`config.mk`:
```
export PLATFORM = sky130hd
export DESIGN_NAME = dual_octal_edge_register
export DESIGN_NICKNAME = d
export VERILOG_FILES = /design/src/core/octal_reg_pkg.sv /design/src/core/dual_octal_edge_register.sv /design/src/core/bus_hold_keeper.sv /design/src/core/two_entry_buffer.sv
export SDC_FILE = /design/constraint.sdc
export NUM_CORES = 1
export LEC_CHECK = 0
export ABC_CLOCK_PERIOD_IN_PS = 2500
export BUFFER_PORTS_ARGS = -buffer_cell sky130_fd_sc_hd__buf_2
export CORE_UTILIZATION = 45
export CTS_CLUSTER_DIAMETER = 50
export DETAILED_ROUTE_END_ITERATION = 10
export GPL_TIMING_DRIVEN = 0
export PLACE_DENSITY = 0.77
export SLEW_MARGIN = 5
export SYNTH_ARGS = -nofsm -noshare
export SYNTH_HDL_FRONTEND = slang
export SYNTH_SLANG_ARGS = --single-unit
export TNS_END_PERCENT = 100
```
`constraint.sdc`:
```
create_clock -name sys_clk_i -period 2.5 [get_ports sys_clk_i]
set_input_delay 0.25 -clock sys_clk_i [delete_from_list [all_inputs] [get_ports sys_clk_i]]
set_output_delay 0.25 -clock sys_clk_i [all_outputs]
set_load 0.02 [all_outputs]
```
`src/core/octal_reg_pkg.sv`:
```
// Shared constants and types for the dual octal edge register
package octal_reg_pkg;
	// ==========================================================
	// Geometry
	localparam int SECTION_COUNT = 2;
	localparam int SECTION_WIDTH = 8;
	localparam int BUF_DEPTH = 2;
	// ==========================================================
	// Reset values and output-enable patterns
	localparam logic [7:0] STORE_RESET = 8'h00;
	localparam logic [7:0] OE_ALL_ON = 8'hFF;
	localparam logic [7:0] OE_ALL_OFF = 8'h00;
	localparam logic SYNC_RESET = 1'h0;
	localparam logic ENABLE_LOW_RESET = 1'h1;
	// ==========================================================
	// Timing
	localparam int CLK_PERIOD_NS = 100;
	localparam int RAMP_TIME_NS = 1000;
	localparam int RAMP_CYCLES = (RAMP_TIME_NS + CLK_PERIOD_NS - 1) / CLK_PERIOD_NS;
	localparam int RAMP_CNT_W = 4;
	localparam logic [3:0] RAMP_CNT_RESET = 4'h0;
	// ==========================================================
	// Supply states
	typedef enum logic [1:0] {
		PWR_OFF = 2'b00,
		PWR_RAMP = 2'b01,
		PWR_ON = 2'b10
	} power_state_e;
endpackage

```
`src/core/dual_octal_edge_register.sv`:
```
// Dual 8-bit edge-triggered storage with three-state outputs, on the system clock
`timescale 1ns/10ps
// How it works
// - Two sections of eight flip-flops, each bit with its own three-state driver.
// - Each section has its own clock and enable and never disturbs the other.
// - A rising section clock, with power on and section_load_ready_o high, loads that section's eight data inputs.
// - Only the rising edge of a section clock loads data.
// - Without a rising edge the stored bits change only when a buffered word is accepted or loss of supply or reset_i clears them.
// - Enable low drives the stored bits onto the section's outputs.
// - Enable high releases all eight outputs of the section.
// - Enable gates only drivers; loads while released still happen.
// - While supply ramps up or down, all outputs stay released.
// - Power-up clears all stored bits to low.
// - Hold variant keeps each undriven data input at its last level.
module dual_octal_edge_register #(
	parameter bit BUS_HOLD = 1'b1
) (
	input wire logic sys_clk_i,
	input wire logic reset_i,
	input wire logic supply_ok_i,
	input wire logic [octal_reg_pkg::SECTION_COUNT-1:0] section_clock_i,
	input wire logic [octal_reg_pkg::SECTION_COUNT-1:0] section_output_enable_low_i,
	input wire logic [octal_reg_pkg::SECTION_COUNT-1:0][7:0] section_bit_in_i,
	input wire logic [octal_reg_pkg::SECTION_COUNT-1:0][7:0] section_bit_in_driven_i,
	output logic [octal_reg_pkg::SECTION_COUNT-1:0] section_load_ready_o,
	input wire logic [octal_reg_pkg::SECTION_COUNT-1:0] section_accept_i,
	output logic [octal_reg_pkg::SECTION_COUNT-1:0][7:0] section_bit_out_o,
	output logic [octal_reg_pkg::SECTION_COUNT-1:0][7:0] section_bit_out_oe_o
);
	import octal_reg_pkg::*;

	// ==========================================================
	// Declarations
	logic supply_meta_reg;
	logic supply_meta_next;
	logic supply_sync_reg;
	logic supply_sync_next;
	logic [SECTION_COUNT-1:0] clk_meta_reg;
	logic [SECTION_COUNT-1:0] clk_meta_next;
	logic [SECTION_COUNT-1:0] clk_sync_reg;
	logic [SECTION_COUNT-1:0] clk_sync_next;
	logic [SECTION_COUNT-1:0] clk_prev_reg;
	logic [SECTION_COUNT-1:0] clk_prev_next;
	logic [SECTION_COUNT-1:0] en_meta_reg;
	logic [SECTION_COUNT-1:0] en_meta_next;
	logic [SECTION_COUNT-1:0] en_sync_reg;
	logic [SECTION_COUNT-1:0] en_sync_next;
	logic [SECTION_COUNT-1:0][7:0] kept_level;
	logic [SECTION_COUNT-1:0][7:0] data_meta_reg;
	logic [SECTION_COUNT-1:0][7:0] data_meta_next;
	logic [SECTION_COUNT-1:0][7:0] data_sync_reg;
	logic [SECTION_COUNT-1:0][7:0] data_sync_next;
	logic [SECTION_COUNT-1:0][7:0] driven_meta_reg;
	logic [SECTION_COUNT-1:0][7:0] driven_meta_next;
	logic [SECTION_COUNT-1:0][7:0] driven_sync_reg;
	logic [SECTION_COUNT-1:0][7:0] driven_sync_next;
	logic [SECTION_COUNT-1:0][7:0] store_reg;
	logic [SECTION_COUNT-1:0][7:0] store_next;
	logic [SECTION_COUNT-1:0][7:0] oe_reg;
	logic [SECTION_COUNT-1:0][7:0] oe_next;
	logic [SECTION_COUNT-1:0][7:0] buf_data;
	logic [SECTION_COUNT-1:0] rise;
	logic [SECTION_COUNT-1:0] buf_valid;
	logic [SECTION_COUNT-1:0] buf_ready;
	logic [SECTION_COUNT-1:0] pop;
	power_state_e pwr_state_reg;
	power_state_e pwr_state_next;
	logic [RAMP_CNT_W-1:0] ramp_cnt_reg;
	logic [RAMP_CNT_W-1:0] ramp_cnt_next;
	logic power_on;

	// ==========================================================
	// Pin synchronisers, two flops before any logic
	always_comb begin
		supply_meta_next = supply_ok_i;
		supply_sync_next = supply_meta_reg;
		clk_meta_next = section_clock_i;
		clk_sync_next = clk_meta_reg;
		clk_prev_next = clk_sync_reg;
		en_meta_next = section_output_enable_low_i;
		en_sync_next = en_meta_reg;
		data_meta_next = section_bit_in_i;
		data_sync_next = data_meta_reg;
		driven_meta_next = section_bit_in_driven_i;
		driven_sync_next = driven_meta_reg;
	end

	always_ff @(posedge sys_clk_i) begin
		if (reset_i) begin
			supply_meta_reg <= SYNC_RESET;
			supply_sync_reg <= SYNC_RESET;
			clk_meta_reg <= '0;
			clk_sync_reg <= '0;
			clk_prev_reg <= '0;
			en_meta_reg <= '1;
			en_sync_reg <= '1;
			data_meta_reg <= '0;
			data_sync_reg <= '0;
			driven_meta_reg <= '1;
			driven_sync_reg <= '1;
		end else begin
			supply_meta_reg <= supply_meta_next;
			supply_sync_reg <= supply_sync_next;
			clk_meta_reg <= clk_meta_next;
			clk_sync_reg <= clk_sync_next;
			clk_prev_reg <= clk_prev_next;
			en_meta_reg <= en_meta_next;
			en_sync_reg <= en_sync_next;
			data_meta_reg <= data_meta_next;
			data_sync_reg <= data_sync_next;
			driven_meta_reg <= driven_meta_next;
			driven_sync_reg <= driven_sync_next;
		end
	end

	// Low-to-high only; falling edges are ignored
	assign rise = clk_sync_reg & ~clk_prev_reg;

	// ==========================================================
	// Supply sequencing
	always_comb begin
		pwr_state_next = pwr_state_reg;
		ramp_cnt_next = ramp_cnt_reg;
		case (pwr_state_reg)
			PWR_OFF: begin
				ramp_cnt_next = RAMP_CNT_RESET;
				if (supply_sync_reg) begin
					pwr_state_next = PWR_RAMP;
				end
			end
			PWR_RAMP: begin
				if (!supply_sync_reg) begin
					pwr_state_next = PWR_OFF;
				end else if (ramp_cnt_reg == RAMP_CNT_W'(RAMP_CYCLES - 1)) begin
					pwr_state_next = PWR_ON;
				end else begin
					ramp_cnt_next = ramp_cnt_reg + 4'h1;
				end
			end
			PWR_ON: begin
				if (!supply_sync_reg) begin
					pwr_state_next = PWR_OFF;
				end
			end
			default: begin
				pwr_state_next = PWR_OFF;
			end
		endcase
	end

	always_ff @(posedge sys_clk_i) begin
		if (reset_i) begin
			pwr_state_reg <= PWR_OFF;
			ramp_cnt_reg <= RAMP_CNT_RESET;
		end else begin
			pwr_state_reg <= pwr_state_next;
			ramp_cnt_reg <= ramp_cnt_next;
		end
	end

	assign power_on = (pwr_state_reg == PWR_ON);

	// ==========================================================
	// Per-section keeper and capture buffer
	for (genvar s = 0; s < SECTION_COUNT; s++) begin : g_sec
		bus_hold_keeper #(
			.WIDTH(SECTION_WIDTH),
			.HOLD_ENABLE(BUS_HOLD)
		) u_keep (
			.sys_clk_i(sys_clk_i),
			.reset_i(reset_i),
			.pin_i(data_sync_reg[s]),
			.driven_i(driven_sync_reg[s]),
			.level_o(kept_level[s])
		);

		two_entry_buffer #(
			.WIDTH(SECTION_WIDTH)
		) u_buf (
			.sys_clk_i(sys_clk_i),
			.reset_i(reset_i),
			.flush_i(!power_on),
			.in_valid_i(rise[s] & power_on),
			.in_ready_o(buf_ready[s]),
			.in_data_i(kept_level[s]),
			.out_valid_o(buf_valid[s]),
			.out_ready_i(section_accept_i[s]),
			.out_data_o(buf_data[s])
		);
	end

	assign section_load_ready_o = buf_ready;
	assign pop = buf_valid & section_accept_i & {SECTION_COUNT{power_on}};

	// ==========================================================
	// Storage and output drivers, each section on its own controls
	always_comb begin
		store_next = store_reg;
		oe_next = oe_reg;
		for (int i = 0; i < SECTION_COUNT; i++) begin
			if (!power_on) begin
				store_next[i] = STORE_RESET;
			end else if (pop[i]) begin
				store_next[i] = buf_data[i];
			end
			if (power_on && !en_sync_reg[i]) begin
				oe_next[i] = OE_ALL_ON;
			end else begin
				oe_next[i] = OE_ALL_OFF;
			end
		end
	end

	always_ff @(posedge sys_clk_i) begin
		if (reset_i) begin
			store_reg <= '0;
			oe_reg <= '0;
		end else begin
			store_reg <= store_next;
			oe_reg <= oe_next;
		end
	end

	// Every bit has its own flop and its own driver enable
	assign section_bit_out_o = store_reg;
	assign section_bit_out_oe_o = oe_reg;
endmodule

```
`src/core/bus_hold_keeper.sv`:
```
// Bus-hold keeper that remembers the last driven level of each data pin
`timescale 1ns/10ps
module bus_hold_keeper #(
	parameter int WIDTH = 8,
	parameter bit HOLD_ENABLE = 1'b1
) (
	input wire logic sys_clk_i,
	input wire logic reset_i,
	input wire logic [WIDTH-1:0] pin_i,
	input wire logic [WIDTH-1:0] driven_i,
	output logic [WIDTH-1:0] level_o
);
	logic [WIDTH-1:0] held_reg;
	logic [WIDTH-1:0] held_next;

	// Keep the last driven level per bit
	always_comb begin
		held_next = (driven_i & pin_i) | (~driven_i & held_reg);
	end

	always_ff @(posedge sys_clk_i) begin
		if (reset_i) begin
			held_reg <= '0;
		end else begin
			held_reg <= held_next;
		end
	end

	// Undriven bits read the held level in the hold variant
	assign level_o = HOLD_ENABLE ? held_next : pin_i;
endmodule

```
`src/core/two_entry_buffer.sv`:
```
// Two-entry valid/ready buffer between edge capture and the storage register
`timescale 1ns/10ps
module two_entry_buffer #(
	parameter int WIDTH = 8
) (
	input wire logic sys_clk_i,
	input wire logic reset_i,
	input wire logic flush_i,
	input wire logic in_valid_i,
	output logic in_ready_o,
	input wire logic [WIDTH-1:0] in_data_i,
	output logic out_valid_o,
	input wire logic out_ready_i,
	output logic [WIDTH-1:0] out_data_o
);
	logic [WIDTH-1:0] slot0_reg;
	logic [WIDTH-1:0] slot0_next;
	logic [WIDTH-1:0] slot1_reg;
	logic [WIDTH-1:0] slot1_next;
	logic [1:0] count_reg;
	logic [1:0] count_next;
	logic push;
	logic pop;

	// Handshakes, honest full and empty
	assign in_ready_o = (count_reg != 2'h2);
	assign out_valid_o = (count_reg != 2'h0);
	assign out_data_o = slot0_reg;
	assign push = in_valid_i & in_ready_o;
	assign pop = out_valid_o & out_ready_i;

	// Slot 0 is the head; slot 1 the second word
	always_comb begin
		slot0_next = slot0_reg;
		slot1_next = slot1_reg;
		count_next = count_reg;
		if (pop) begin
			slot0_next = slot1_reg;
		end
		if (push) begin
			if (count_reg == 2'h0 || (count_reg == 2'h1 && pop)) begin
				slot0_next = in_data_i;
			end else begin
				slot1_next = in_data_i;
			end
		end
		count_next = count_reg + {1'b0, push} - {1'b0, pop};
		if (flush_i) begin
			count_next = 2'h0;
		end
	end

	always_ff @(posedge sys_clk_i) begin
		if (reset_i) begin
			slot0_reg <= '0;
			slot1_reg <= '0;
			count_reg <= 2'h0;
		end else begin
			slot0_reg <= slot0_next;
			slot1_reg <= slot1_next;
			count_reg <= count_next;
		end
	end
endmodule

```
==> flow_summary_export.csv, run 1 <==
group,metric,value,unit
setup_path,path_class,"register to register",
detailed_routing,vias_per_cell,4.80,
synth,synth-seq-area-share,56.2,%
die,die_h,112,µm
die,die_x,112,µm
run_status,run_status,"complete, but fails checks",
cts,ctsHoldBuffers,0,
setup_path,setup.worst_path.end_class,"register",
synth,async_reset_ff_share,0,%
global_routing,grt_max_degree,17,
synth,ys.flop_type,"dfxtp_1",
setup_path,path_depth,9,
die,io_pins,75,
setup_path,critPathArrivalTime,2.60,ns
global_routing,grt_first_pass_wirelength,16400,µm
setup_path,r2r_start,"g_sec[0].u_buf.count_reg[1]",
detailed_routing,wl_met2,4410,µm
die,core_area,0.0116,mm²
timing,period_minus_slack,2.33,ns
timing,fin_crit_sh,93.1,%
setup_path,path_max_fanout,10,
cts,insertion_delay,0.41,ns
timing,slew_violations,0,
setup_path,critPathTopFamily,"buffers and inverters",
cts,post_cts_resize_count,0,
global_routing,grt_pass1_vias,3462,
synth,synthSimpleGateAreaFrac,22.8,%
synth,synth_top_family_by_area,"simple AND/OR/NAND/NOR gates",
placement,place_ws,0.188,ns
timing,fmax,0.430,GHz
cts,htree_num_levels,4,
detailed_routing,wl_met1,4710,µm
setup_path,rrSetupSlack,0.17,ns
global_routing,track_usage,16.7,%
setup_path,crit_end,"g_sec[0].u_buf.count_reg[1]",
detailed_routing,wirelength,9910,µm
synth,syn-num-nets,565,
run_status,violations,"design-rule violations",
detailed_routing,drtPass1Iterations,7,
synth,ys_types,39,
global_routing,overflow,0,
synth,yosysWarningCount,0,
timing,setup_viol,0,
setup_path,cp-startpoint,"g_sec[0].u_buf.count_reg[1]",
timing,setup_ws,0.172,ns
layout,drive_above_1_share,29.0,%
timing,fin_tns_setup,0,ns
pwr,vdd_drop_max,0.000363,V
synth,syn_area_per_cell,10.4,µm²
layout,stdcell_area,0.00654,mm²
synth,synth_area,0.00541,mm²
setup_path,regToRegEndpoint,"g_sec[0].u_buf.count_reg[1]",
synth,synth_xor_xnor_area_share,0.324,%
cts,path_clk_slew,0.06,ns
setup_path,crit_buf_inv,3,
cts,clk_path_buf_depth,2,
synth,synth_cells,519,
cts,root_buffer,"clkbuf_16",
detailed_routing,top_layer,"met4",
timing,rsz0062_at_grt,"false",
detailed_routing,wl_per_cell,12.9,µm
setup_path,reg2reg_depth,9,
cts,postCtsSetupBuffers,0,
timing,hold_viol_final,0,
cts,tritoncts,"yes",
die,die-area,0.0125,mm²
synth,yosys.area_share.adder,1.16,%
synth,synth-compound-area-share,6.26,%
job,drv_cap,0,
layout,final_nets,658,
cts,cts.sinks,152,
timing,skew,0.00672,ns
layout,antenna_cells,0,
pwr,power_leakage,0.00274,µW
cts,cts_made_buffers,17,
detailed_routing,drc,3,
die,rows,39,
placement,portBuffers,74,
synth,synth-seq-cells,152,
detailed_routing,met3_length,576,µm
detailed_routing,drt_first_iter_violations,164,
placement,dp_hpwl,7170,µm
setup_path,crit_required,2.77,ns
timing,whs,0.0162,ns
layout,area_growth,20.9,%
min_path,hold_path.class,"primary input to register",
layout,fillers,957,
setup_path,crit_slowest_cell,"dfxtp_1",
detailed_routing,ant_nets,0,
timing,worstMarginPinSlew,0.619,ns
synth,synthMuxAreaShare,7.58,%
detailed_routing,vias,3684,
setup_path,max_stage_delay,0.35,ns
die,start_util,46.8,%
global_routing,antenna_found_initial,0,
setup_path,startpoint_type,"register",
pwr,p_per_area,781,mW/mm²
placement,gp_congestion,0.812,
synth,synth_edf_count,0,
timing,relSlewSlack,58.7,%
placement,placed_cell_area,0.00596,mm²
setup_path,cp_cell_sequence,"o21ai_2 -> clkinv_1 -> buf_1 -> ha_1 -> inv_1 -> ha_1 -> xnor2_1 -> xnor2_1 -> nor2_1",
-- cells in the final DEF (no fill, tap or decap), types with 3 or more instances in the layout --
master,count
a21oi_1,23
a311oi_1,16
buf_2,76
buf_4,17
buf_6,4
clkbuf_1,26
clkbuf_16,17
clkinv_2,3
dfxtp_1,152
ha_1,5
inv_1,8
inv_6,3
mux2_4,16
mux2i_1,17
nand2_1,68
nand2b_1,4
nor2_1,23
nor2b_1,59
nor4b_1,16
or2_2,37
or3_1,3
-- area by class of cell --
| type | count | area (µm²) | area share (%) |
|---|---|---|---|
| inverters | 9 | 33.8 | 0.516 |
| plain buffers | 47 | 273 | 4.17 |
| multi-input cells | 311 | 2060 | 31.5 |
| repair buffers | 74 | 370 | 5.66 |
| clock inverters | 10 | 118 | 1.80 |
| clock buffers | 22 | 464 | 7.09 |
| flip-flops and latches | 152 | 3040 | 46.5 |
| well taps | 143 | 179 | 2.73 |
-- layer usage --
metal  vias up  global-route usage [%]
met1      1655                    21.0
met5         -                       0
met2       117                    26.0
met4         0                    8.65
li1       1898                       -
met3        14                    4.95
-- power breakdown --
part	internal, µW	total, µW	switching, µW	leakage [µW]
sequential	2490	2510	19.8	0.00124
clock	1530	2460	936	0.000285
combinational	72.7	139	66.2	0.00122
-- kinds of logic after synthesis --
logic type | after synthesis
fa+ha+maj | 5
xor+xnor | 2
flops | 152
compound gates | 50
simple gates | 221
mux | 33
buf+inv | 56
-- synth_stat cells (3+ instances only) --
cell      instances  area (µm²)
nor4b_1          16         140
nand2_1          68         255
mux2_4           16         240
nor2b_1          59         369
or2_2            37         231
mux2i_1          17         170
buf_6             4        45.0
a311oi_1         16         140
inv_1             8        30.0
buf_4            17         128
dfxtp_1         152        3040
nor2_1           23        86.3
clkbuf_1         23        86.3
ha_1              5        62.6
or3_1             3        18.8
a21oi_1          23         115
nand2b_1          4        25.0
-- metrics by stage --
step / instances / utilization [%] / total power [µW]
2_1_floorplan: 519 / - / 2640
3_3_place_gp: 736 / 51.6 / 2690
3_5_place_dp: 736 / 51.6 / 2700
4_1_cts: 768 / 56.6 / 5140
5_1_grt: 768 / 56.6 / 5270
6_report: 768 / 56.6 / 5110
-- worst min path at each step --
| stage | startpoint | end | slack, ns | cells after the start |
|---|---|---|---|---|
| 3_5_place_dp | driven_meta_reg[11] | driven_sync_reg[11] | 0.40 | 1 |
| 3_3_place_gp | en_meta_reg[0] | en_sync_reg[0] | 0.40 | 1 |
| 6_report | section_bit_in_driven_i[7] | driven_meta_reg[7] | 0.02 | 2 |
| 5_1_grt | section_bit_in_driven_i[7] | driven_meta_reg[7] | 0.002 | 2 |
| 2_1_floorplan | section_bit_in_driven_i[0] | driven_meta_reg[0] | 0.35 | 1 |
| 4_1_cts | section_bit_in_driven_i[7] | driven_meta_reg[7] | 0.003 | 2 |
(Power assumes the default switching activity.)
==> run 2, diff against run 1 <==
--- a/config.mk
+++ b/config.mk
@@ -7,6 +7,7 @@
 export LEC_CHECK = 0
 export ABC_CLOCK_PERIOD_IN_PS = 2500
 export BUFFER_PORTS_ARGS = -buffer_cell sky130_fd_sc_hd__buf_2
+export CORE_ASPECT_RATIO = 1.75
 export CORE_UTILIZATION = 45
 export CTS_CLUSTER_DIAMETER = 50
 export DETAILED_ROUTE_END_ITERATION = 10
==> flow_summary_export.csv, run 2 (synthesis gave the netlist of run 1 again) <==
group,metric,value,unit
min_path,hold_path.class,"primary input to register",
pwr,p_sw_share,18.8,%
setup_path,path_depth,9,
global_routing,overflow,0,
detailed_routing,ant_nets,0,
pwr,p_per_area,804,mW/mm²
pwr,pwr-share-seq,47.3,%
detailed_routing,wirelength,9810,µm
layout,stdcell_area,0.00660,mm²
setup_path,cp-startpoint,"g_sec[0].u_buf.count_reg[1]",
layout,final_cell_mix,"dfxtp_1 (152), buf_2 (76), nand2_1 (68)",
detailed_routing,drt_first_iter_violations,211,
setup_path,startpoint_type,"register",
cts,cts.sinks,152,
pwr,power_leakage,0.00277,µW
cts,cts_made_buffers,17,
setup_path,max_stage_delay,0.35,ns
pwr,intPower,4310,µW
cts,tritoncts,"yes",
run_status,run_status,"complete, no violations",
timing,slew_violations,0,
layout,final_nets,660,
cts,clk_path_buf_depth,2,
detailed_routing,drc,0,
setup_path,r2r_start,"g_sec[0].u_buf.count_reg[1]",
timing,period_minus_slack,2.10,ns
pwr,p_switching,996,µW
die,die_h,147,µm
die,core_area,0.0116,mm²
setup_path,crit_buf_inv,3,
pwr,combPwrFrac,2.6,%
cts,insertion_delay,0.41,ns
layout,final_common_cell,"dfxtp_1",
global_routing,grt_pass1_vias,3615,
layout,fin_util,56.6,%
placement,placed_cell_area,0.00595,mm²
pwr,vdd_drop_max,0.000522,V
placement,portBuffers,74,
setup_path,cp_cell_sequence,"o21ai_2 -> inv_2 -> buf_1 -> ha_1 -> inv_1 -> ha_1 -> xnor2_1 -> xnor2_1 -> nor2_1",
setup_path,reg2reg_depth,9,
setup_path,path_class,"register to register",
detailed_routing,vias_per_cell,4.76,
timing,fin_crit_sh,84.0,%
global_routing,track_usage,16.7,%
die,io_pins,75,
global_routing,grt_max_degree,17,
cts,path_clk_slew,0.06,ns
detailed_routing,vias,3622,
timing,hold_viol_final,0,
setup_path,critPathTopFamily,"adder cells",
setup_path,setup.worst_path.end_class,"register",
detailed_routing,wl_per_cell,12.9,µm
timing,skew,0.00797,ns
layout,drive_above_1_share,28.8,%
layout,area_growth,21.8,%
setup_path,crit_slowest_cell,"dfxtp_1",
placement,gp_congestion,0.817,
timing,fin_tns_setup,0,ns
timing,fmax,0.476,GHz
die,start_util,46.5,%
detailed_routing,drtPass1Iterations,6,
setup_path,crit_required,2.78,ns
cts,root_buffer,"clkbuf_16",
global_routing,antenna_found_initial,0,
die,die-area,0.0125,mm²
pwr,pwr-share-clk,50.1,%
setup_path,regToRegEndpoint,"g_sec[0].u_buf.count_reg[1]",
timing,worstMarginPinSlew,0.607,ns
setup_path,crit_end,"g_sec[0].u_buf.count_reg[1]",
cts,htree_num_levels,4,
die,rows,52,
timing,rsz0062_at_grt,"false",
setup_path,critPathArrivalTime,2.38,ns
global_routing,grt_first_pass_wirelength,16200,µm
timing,relSlewSlack,59.6,%
timing,whs,0.0149,ns
die,die_x,84.9,µm
cts,postCtsSetupBuffers,0,
job,drv_cap,0,
placement,dp_hpwl,7210,µm
layout,antenna_cells,0,
setup_path,rrSetupSlack,0.40,ns
timing,setup_viol,0,
setup_path,path_max_fanout,10,
pwr,power,5300,µW
## run 2: cell count changes in the layout (fill, tap and decap cells not counted), sizes merged
cell,previous run,this run
clkinv,5,2
clkbuf,45,47
dlygate4sd3,0,2
bufinv,2,4
inv,11,9
## run 2: metal layers
layer  up-vias  wire length, µm  track usage [%]
li1       1890                -                -
met1      1640             4000             16.4
met2        78             5170             30.3
met3        14              370             4.78
met4         0              269             10.4
met5         -                0                0
## run 2: repair_timing
item,4_1_cts,5_1_grt
resized for setup,0,1
endpoints found under the setup margin,0,1
hold buffers,2,0
hold endpoints to repair,2,0
## run 2: stage by stage
stage | worst slack, ns | std cells
floorplan | 0.526 | 519
global placement | 0.284 | 728
detailed placement | 0.201 | 728
CTS | 0.188 | 761
global route | 0.152 | 761
finish | 0.400 | 761
## run 2: area by class of cell
class                   count  area, µm²
plain buffers              47        273
clock buffers              24        482
clock inverters             7        141
fillers                  1005       5050
inverters                   9       33.8
multi-input cells         311       2060
flip-flops and latches    152       3040
well taps                 135        169
repair buffers             76        390
## run 2: worst register-to-register path, cell delays in order (launching register included)
cell and delay (ns):
dfxtp_1 0.35, o21ai_2 0.32, inv_2 0.14, buf_1 0.24, ha_1 0.33, inv_1 0.04
ha_1 0.19, xnor2_1 0.17, xnor2_1 0.14, nor2_1 0.06
## run 2: how the worst min path moves through the flow
| stage | start | end | slack, ns | cells after the start |
|---|---|---|---|---|
| floorplan | section_bit_in_driven_i[0] | driven_meta_reg[0] | 0.35 | 1 |
| detailed placement | en_sync_reg[0] | section_bit_out_oe_o[6] | 0.39 | 1 |
| finish | section_bit_in_driven_i[15] | driven_meta_reg[15] | 0.01 | 2 |
| global placement | en_sync_reg[0] | section_bit_out_oe_o[6] | 0.38 | 1 |
| global route | section_bit_in_driven_i[15] | driven_meta_reg[15] | 0.006 | 2 |
| CTS | section_bit_in_driven_i[8] | driven_meta_reg[8] | 0.001 | 2 |
## run 2: power groups by stage
stage / Sequential, µW / Combinational (µW) / Clock, µW
after floorplan: 2550 / 85.1 / 0
after global placement: 2560 / 136 / 0
after detailed placement: 2560 / 139 / 0
after CTS: 2510 / 142 / 2690
after global routing: 2510 / 156 / 2780
final: 2510 / 139 / 2660
==> run 3, diff against run 2 <==
--- a/config.mk
+++ b/config.mk
@@ -5,14 +5,14 @@
 export SDC_FILE = /design/constraint.sdc
 export NUM_CORES = 1
 export LEC_CHECK = 0
-export ABC_CLOCK_PERIOD_IN_PS = 2500
+export ABC_CLOCK_PERIOD_IN_PS = 1880
 export BUFFER_PORTS_ARGS = -buffer_cell sky130_fd_sc_hd__buf_2
 export CORE_ASPECT_RATIO = 1.75
 export CORE_UTILIZATION = 45
 export CTS_CLUSTER_DIAMETER = 50
 export DETAILED_ROUTE_END_ITERATION = 10
 export GPL_TIMING_DRIVEN = 0
-export PLACE_DENSITY = 0.77
+export PLACE_DENSITY = 0.79
 export SLEW_MARGIN = 5
 export SYNTH_ARGS = -nofsm -noshare
 export SYNTH_HDL_FRONTEND = slang
==> constraint.sdc (replaced) <==
create_clock -name sys_clk_i -period 1.88 [get_ports sys_clk_i]
set_input_delay 0.188 -clock sys_clk_i [delete_from_list [all_inputs] [get_ports sys_clk_i]]
set_output_delay 0.188 -clock sys_clk_i [all_outputs]
set_load 0.02 [all_outputs]
==> flow_summary_export.csv, run 3 (synthesis gave the netlist of run 1 again) <==
group,metric,value,unit
run_status,run_status,"complete, but fails checks",
run_status,violations,"design-rule violations, negative hold slack",
timing,worstMarginPinSlew,0.592,ns
min_path,min_to,"data_meta_reg[9]",
layout,fillers,927,
global_routing,grt_first_pass_wirelength,17100,µm
timing,setup_viol,0,
min_path,worstHoldStart,"section_bit_in_i[9]",
detailed_routing,drc,3,
layout,fin_util,59.4,%
global_routing,grt_max_degree,18,
die,die-area,0.0125,mm²
timing,slew_violations,0,
pwr,combPwrFrac,3.6,%
detailed_routing,vias_per_cell,4.86,
pwr,pwr-share-clk,47.1,%
pwr,intPower,5350,µW
cts,path_clk_slew,0.06,ns
global_routing,overflow,0,
timing,period_minus_slack,1.77,ns
layout,post_layout_nonfiller_instances,799,
layout,antenna_cells,0,
placement,place_ws,-0.242,ns
layout,stdcell_area,0.00692,mm²
layout,seqCellArea,0.00304,mm²
pwr,vdd_drop_max,0.000704,V
global_routing,track_usage,17.5,%
timing,setup_ws,0.107,ns
die,core_area,0.0116,mm²
layout,area_growth,27.9,%
cts,clk_path_buf_depth,2,
setup_path,path_max_fanout,10,
setup_path,critPathArrivalTime,1.58,ns
pwr,p_sw_share,20.9,%
setup_path,reg2reg_depth,6,
min_path,hold_path.class,"primary input to register",
layout,final_cell_mix,"dfxtp_1 (152), buf_2 (76), nand2_1 (68)",
timing,fin_tns_setup,0,ns
timing,fin_crit_sh,94.3,%
setup_path,startpoint_type,"register",
die,die_h,147,µm
setup_path,rrSetupSlack,0.14,ns
detailed_routing,drt_first_iter_violations,221,
pwr,p_switching,1410,µW
placement,portBuffers,74,
job,drv_cap,0,
die,rows,52,
detailed_routing,wirelength,10500,µm
die,io_pins,75,
timing,whs,-0.00118,ns
global_routing,grt_pass1_vias,3794,
cts,insertion_delay,0.42,ns
global_routing,antenna_found_initial,0,
setup_path,crit_slowest_cell,"dfxtp_1",
layout,final_common_cell,"dfxtp_1",
setup_path,path_class,"register to output port",
placement,placed_cell_area,0.00596,mm²
timing,relSlewSlack,60.6,%
setup_path,cp_cell_sequence,"clkbuf_1 -> nand2_1 -> buf_4 -> buf_2",
min_path,hold_depth,2,
timing,rsz0062_at_grt,"false",
layout,drive_above_1_share,28.9,%
setup_path,crit_required,1.69,ns
pwr,power_leakage,0.00291,µW
cts,root_buffer,"clkbuf_16",
detailed_routing,wl_per_cell,13.2,µm
setup_path,max_stage_delay,0.42,ns
placement,gp_congestion,0.832,
detailed_routing,ant_nets,0,
die,start_util,46.5,%
cts,tritoncts,"yes",
detailed_routing,drtPass1Iterations,9,
detailed_routing,vias,3886,
cts,htree_num_levels,4,
cts,cts_made_buffers,17,
timing,skew,0.0159,ns
pwr,pwr-share-seq,49.3,%
setup_path,regToRegEndpoint,"g_sec[1].u_buf.count_reg[1]",
die,die_x,84.9,µm
cts,cts.sinks,152,
layout,final_nets,697,
setup_path,r2r_start,"g_sec[1].u_buf.count_reg[0]",
timing,fmax,0.564,GHz
layout,multi_input_area,0.00207,mm²
placement,dp.cells,728,
pwr,p_per_area,977,mW/mm²
placement,dp_hpwl,7360,µm
setup_path,setup.worst_path.end_class,"output port",
timing,hold_viol_final,1,
==> run 3: power by group through the flow <==
stage / combinational [µW] / sequential (µW) / clock (µW)
detailed placement: 187 / 3400 / 0
global route: 266 / 3340 / 3380
CTS: 243 / 3330 / 3250
finish: 242 / 3330 / 3190
global placement: 181 / 3400 / 0
floorplan: 113 / 3390 / 0
==> run 3: final cells by class <==
type / instances / share of cell area, %
multi-input cells: 311 / 29.9
repair buffers: 114 / 10.9
flip-flops and latches: 152 / 44.0
plain buffers: 46 / 3.90
clock inverters: 13 / 1.75
clock buffers: 19 / 6.54
inverters: 9 / 0.560
well taps: 135 / 2.44
==> run 3: what timing repair did <==
| item | 4_1_cts | 5_1_grt |
|---|---|---|
| pin swaps | 1 | 0 |
| gates resized for setup | 1 | 2 |
| buffers inserted | 1 | 5 |
| hold buffers | 34 | 0 |
| hold endpoints to repair | 34 | 0 |
| setup endpoints to repair | 2 | 2 |
==> run 3: per-layer routing <==
layer	share of wire, %	global-route usage, %	vias up
li1	-	-	1969
met1	40	17.2	1755
met2	52	31.7	122
met3	4.3	4.44	40
met4	4.1	11.8	0
met5	0	0	-
==> run 3: how the worst max path moves through the flow <==
stage,start,to,depth (start not counted)
floorplan,g_sec[0].u_buf.count_reg[0],g_sec[0].u_buf.count_reg[1],9
finish,g_sec[1].u_buf.count_reg[1],section_load_ready_o[1],4
global route,g_sec[1].u_buf.count_reg[1],g_sec[1].u_buf.count_reg[1],5
global placement,g_sec[0].u_buf.count_reg[0],g_sec[0].u_buf.count_reg[1],9
detailed placement,g_sec[0].u_buf.count_reg[0],g_sec[0].u_buf.count_reg[1],9
CTS,g_sec[0].u_buf.count_reg[1],section_load_ready_o[0],4
==> run 3: metrics by stage <==
step,total power [µW],hold WS [ns]
after floorplan,3510,0.292
after global placement,3580,0.371
after detailed placement,3590,0.372
after CTS,6830,0.00541
after global routing,6990,0.00467
final,6760,-0.00118
==> run 3: worst max-delay path, delay by kind of cell, from the launching register on <==
family / cells / cell delay (ns)
AND/OR/NAND/NOR: 1 / 0.09
buffers and inverters: 3 / 0.67
flip-flops: 1 / 0.42
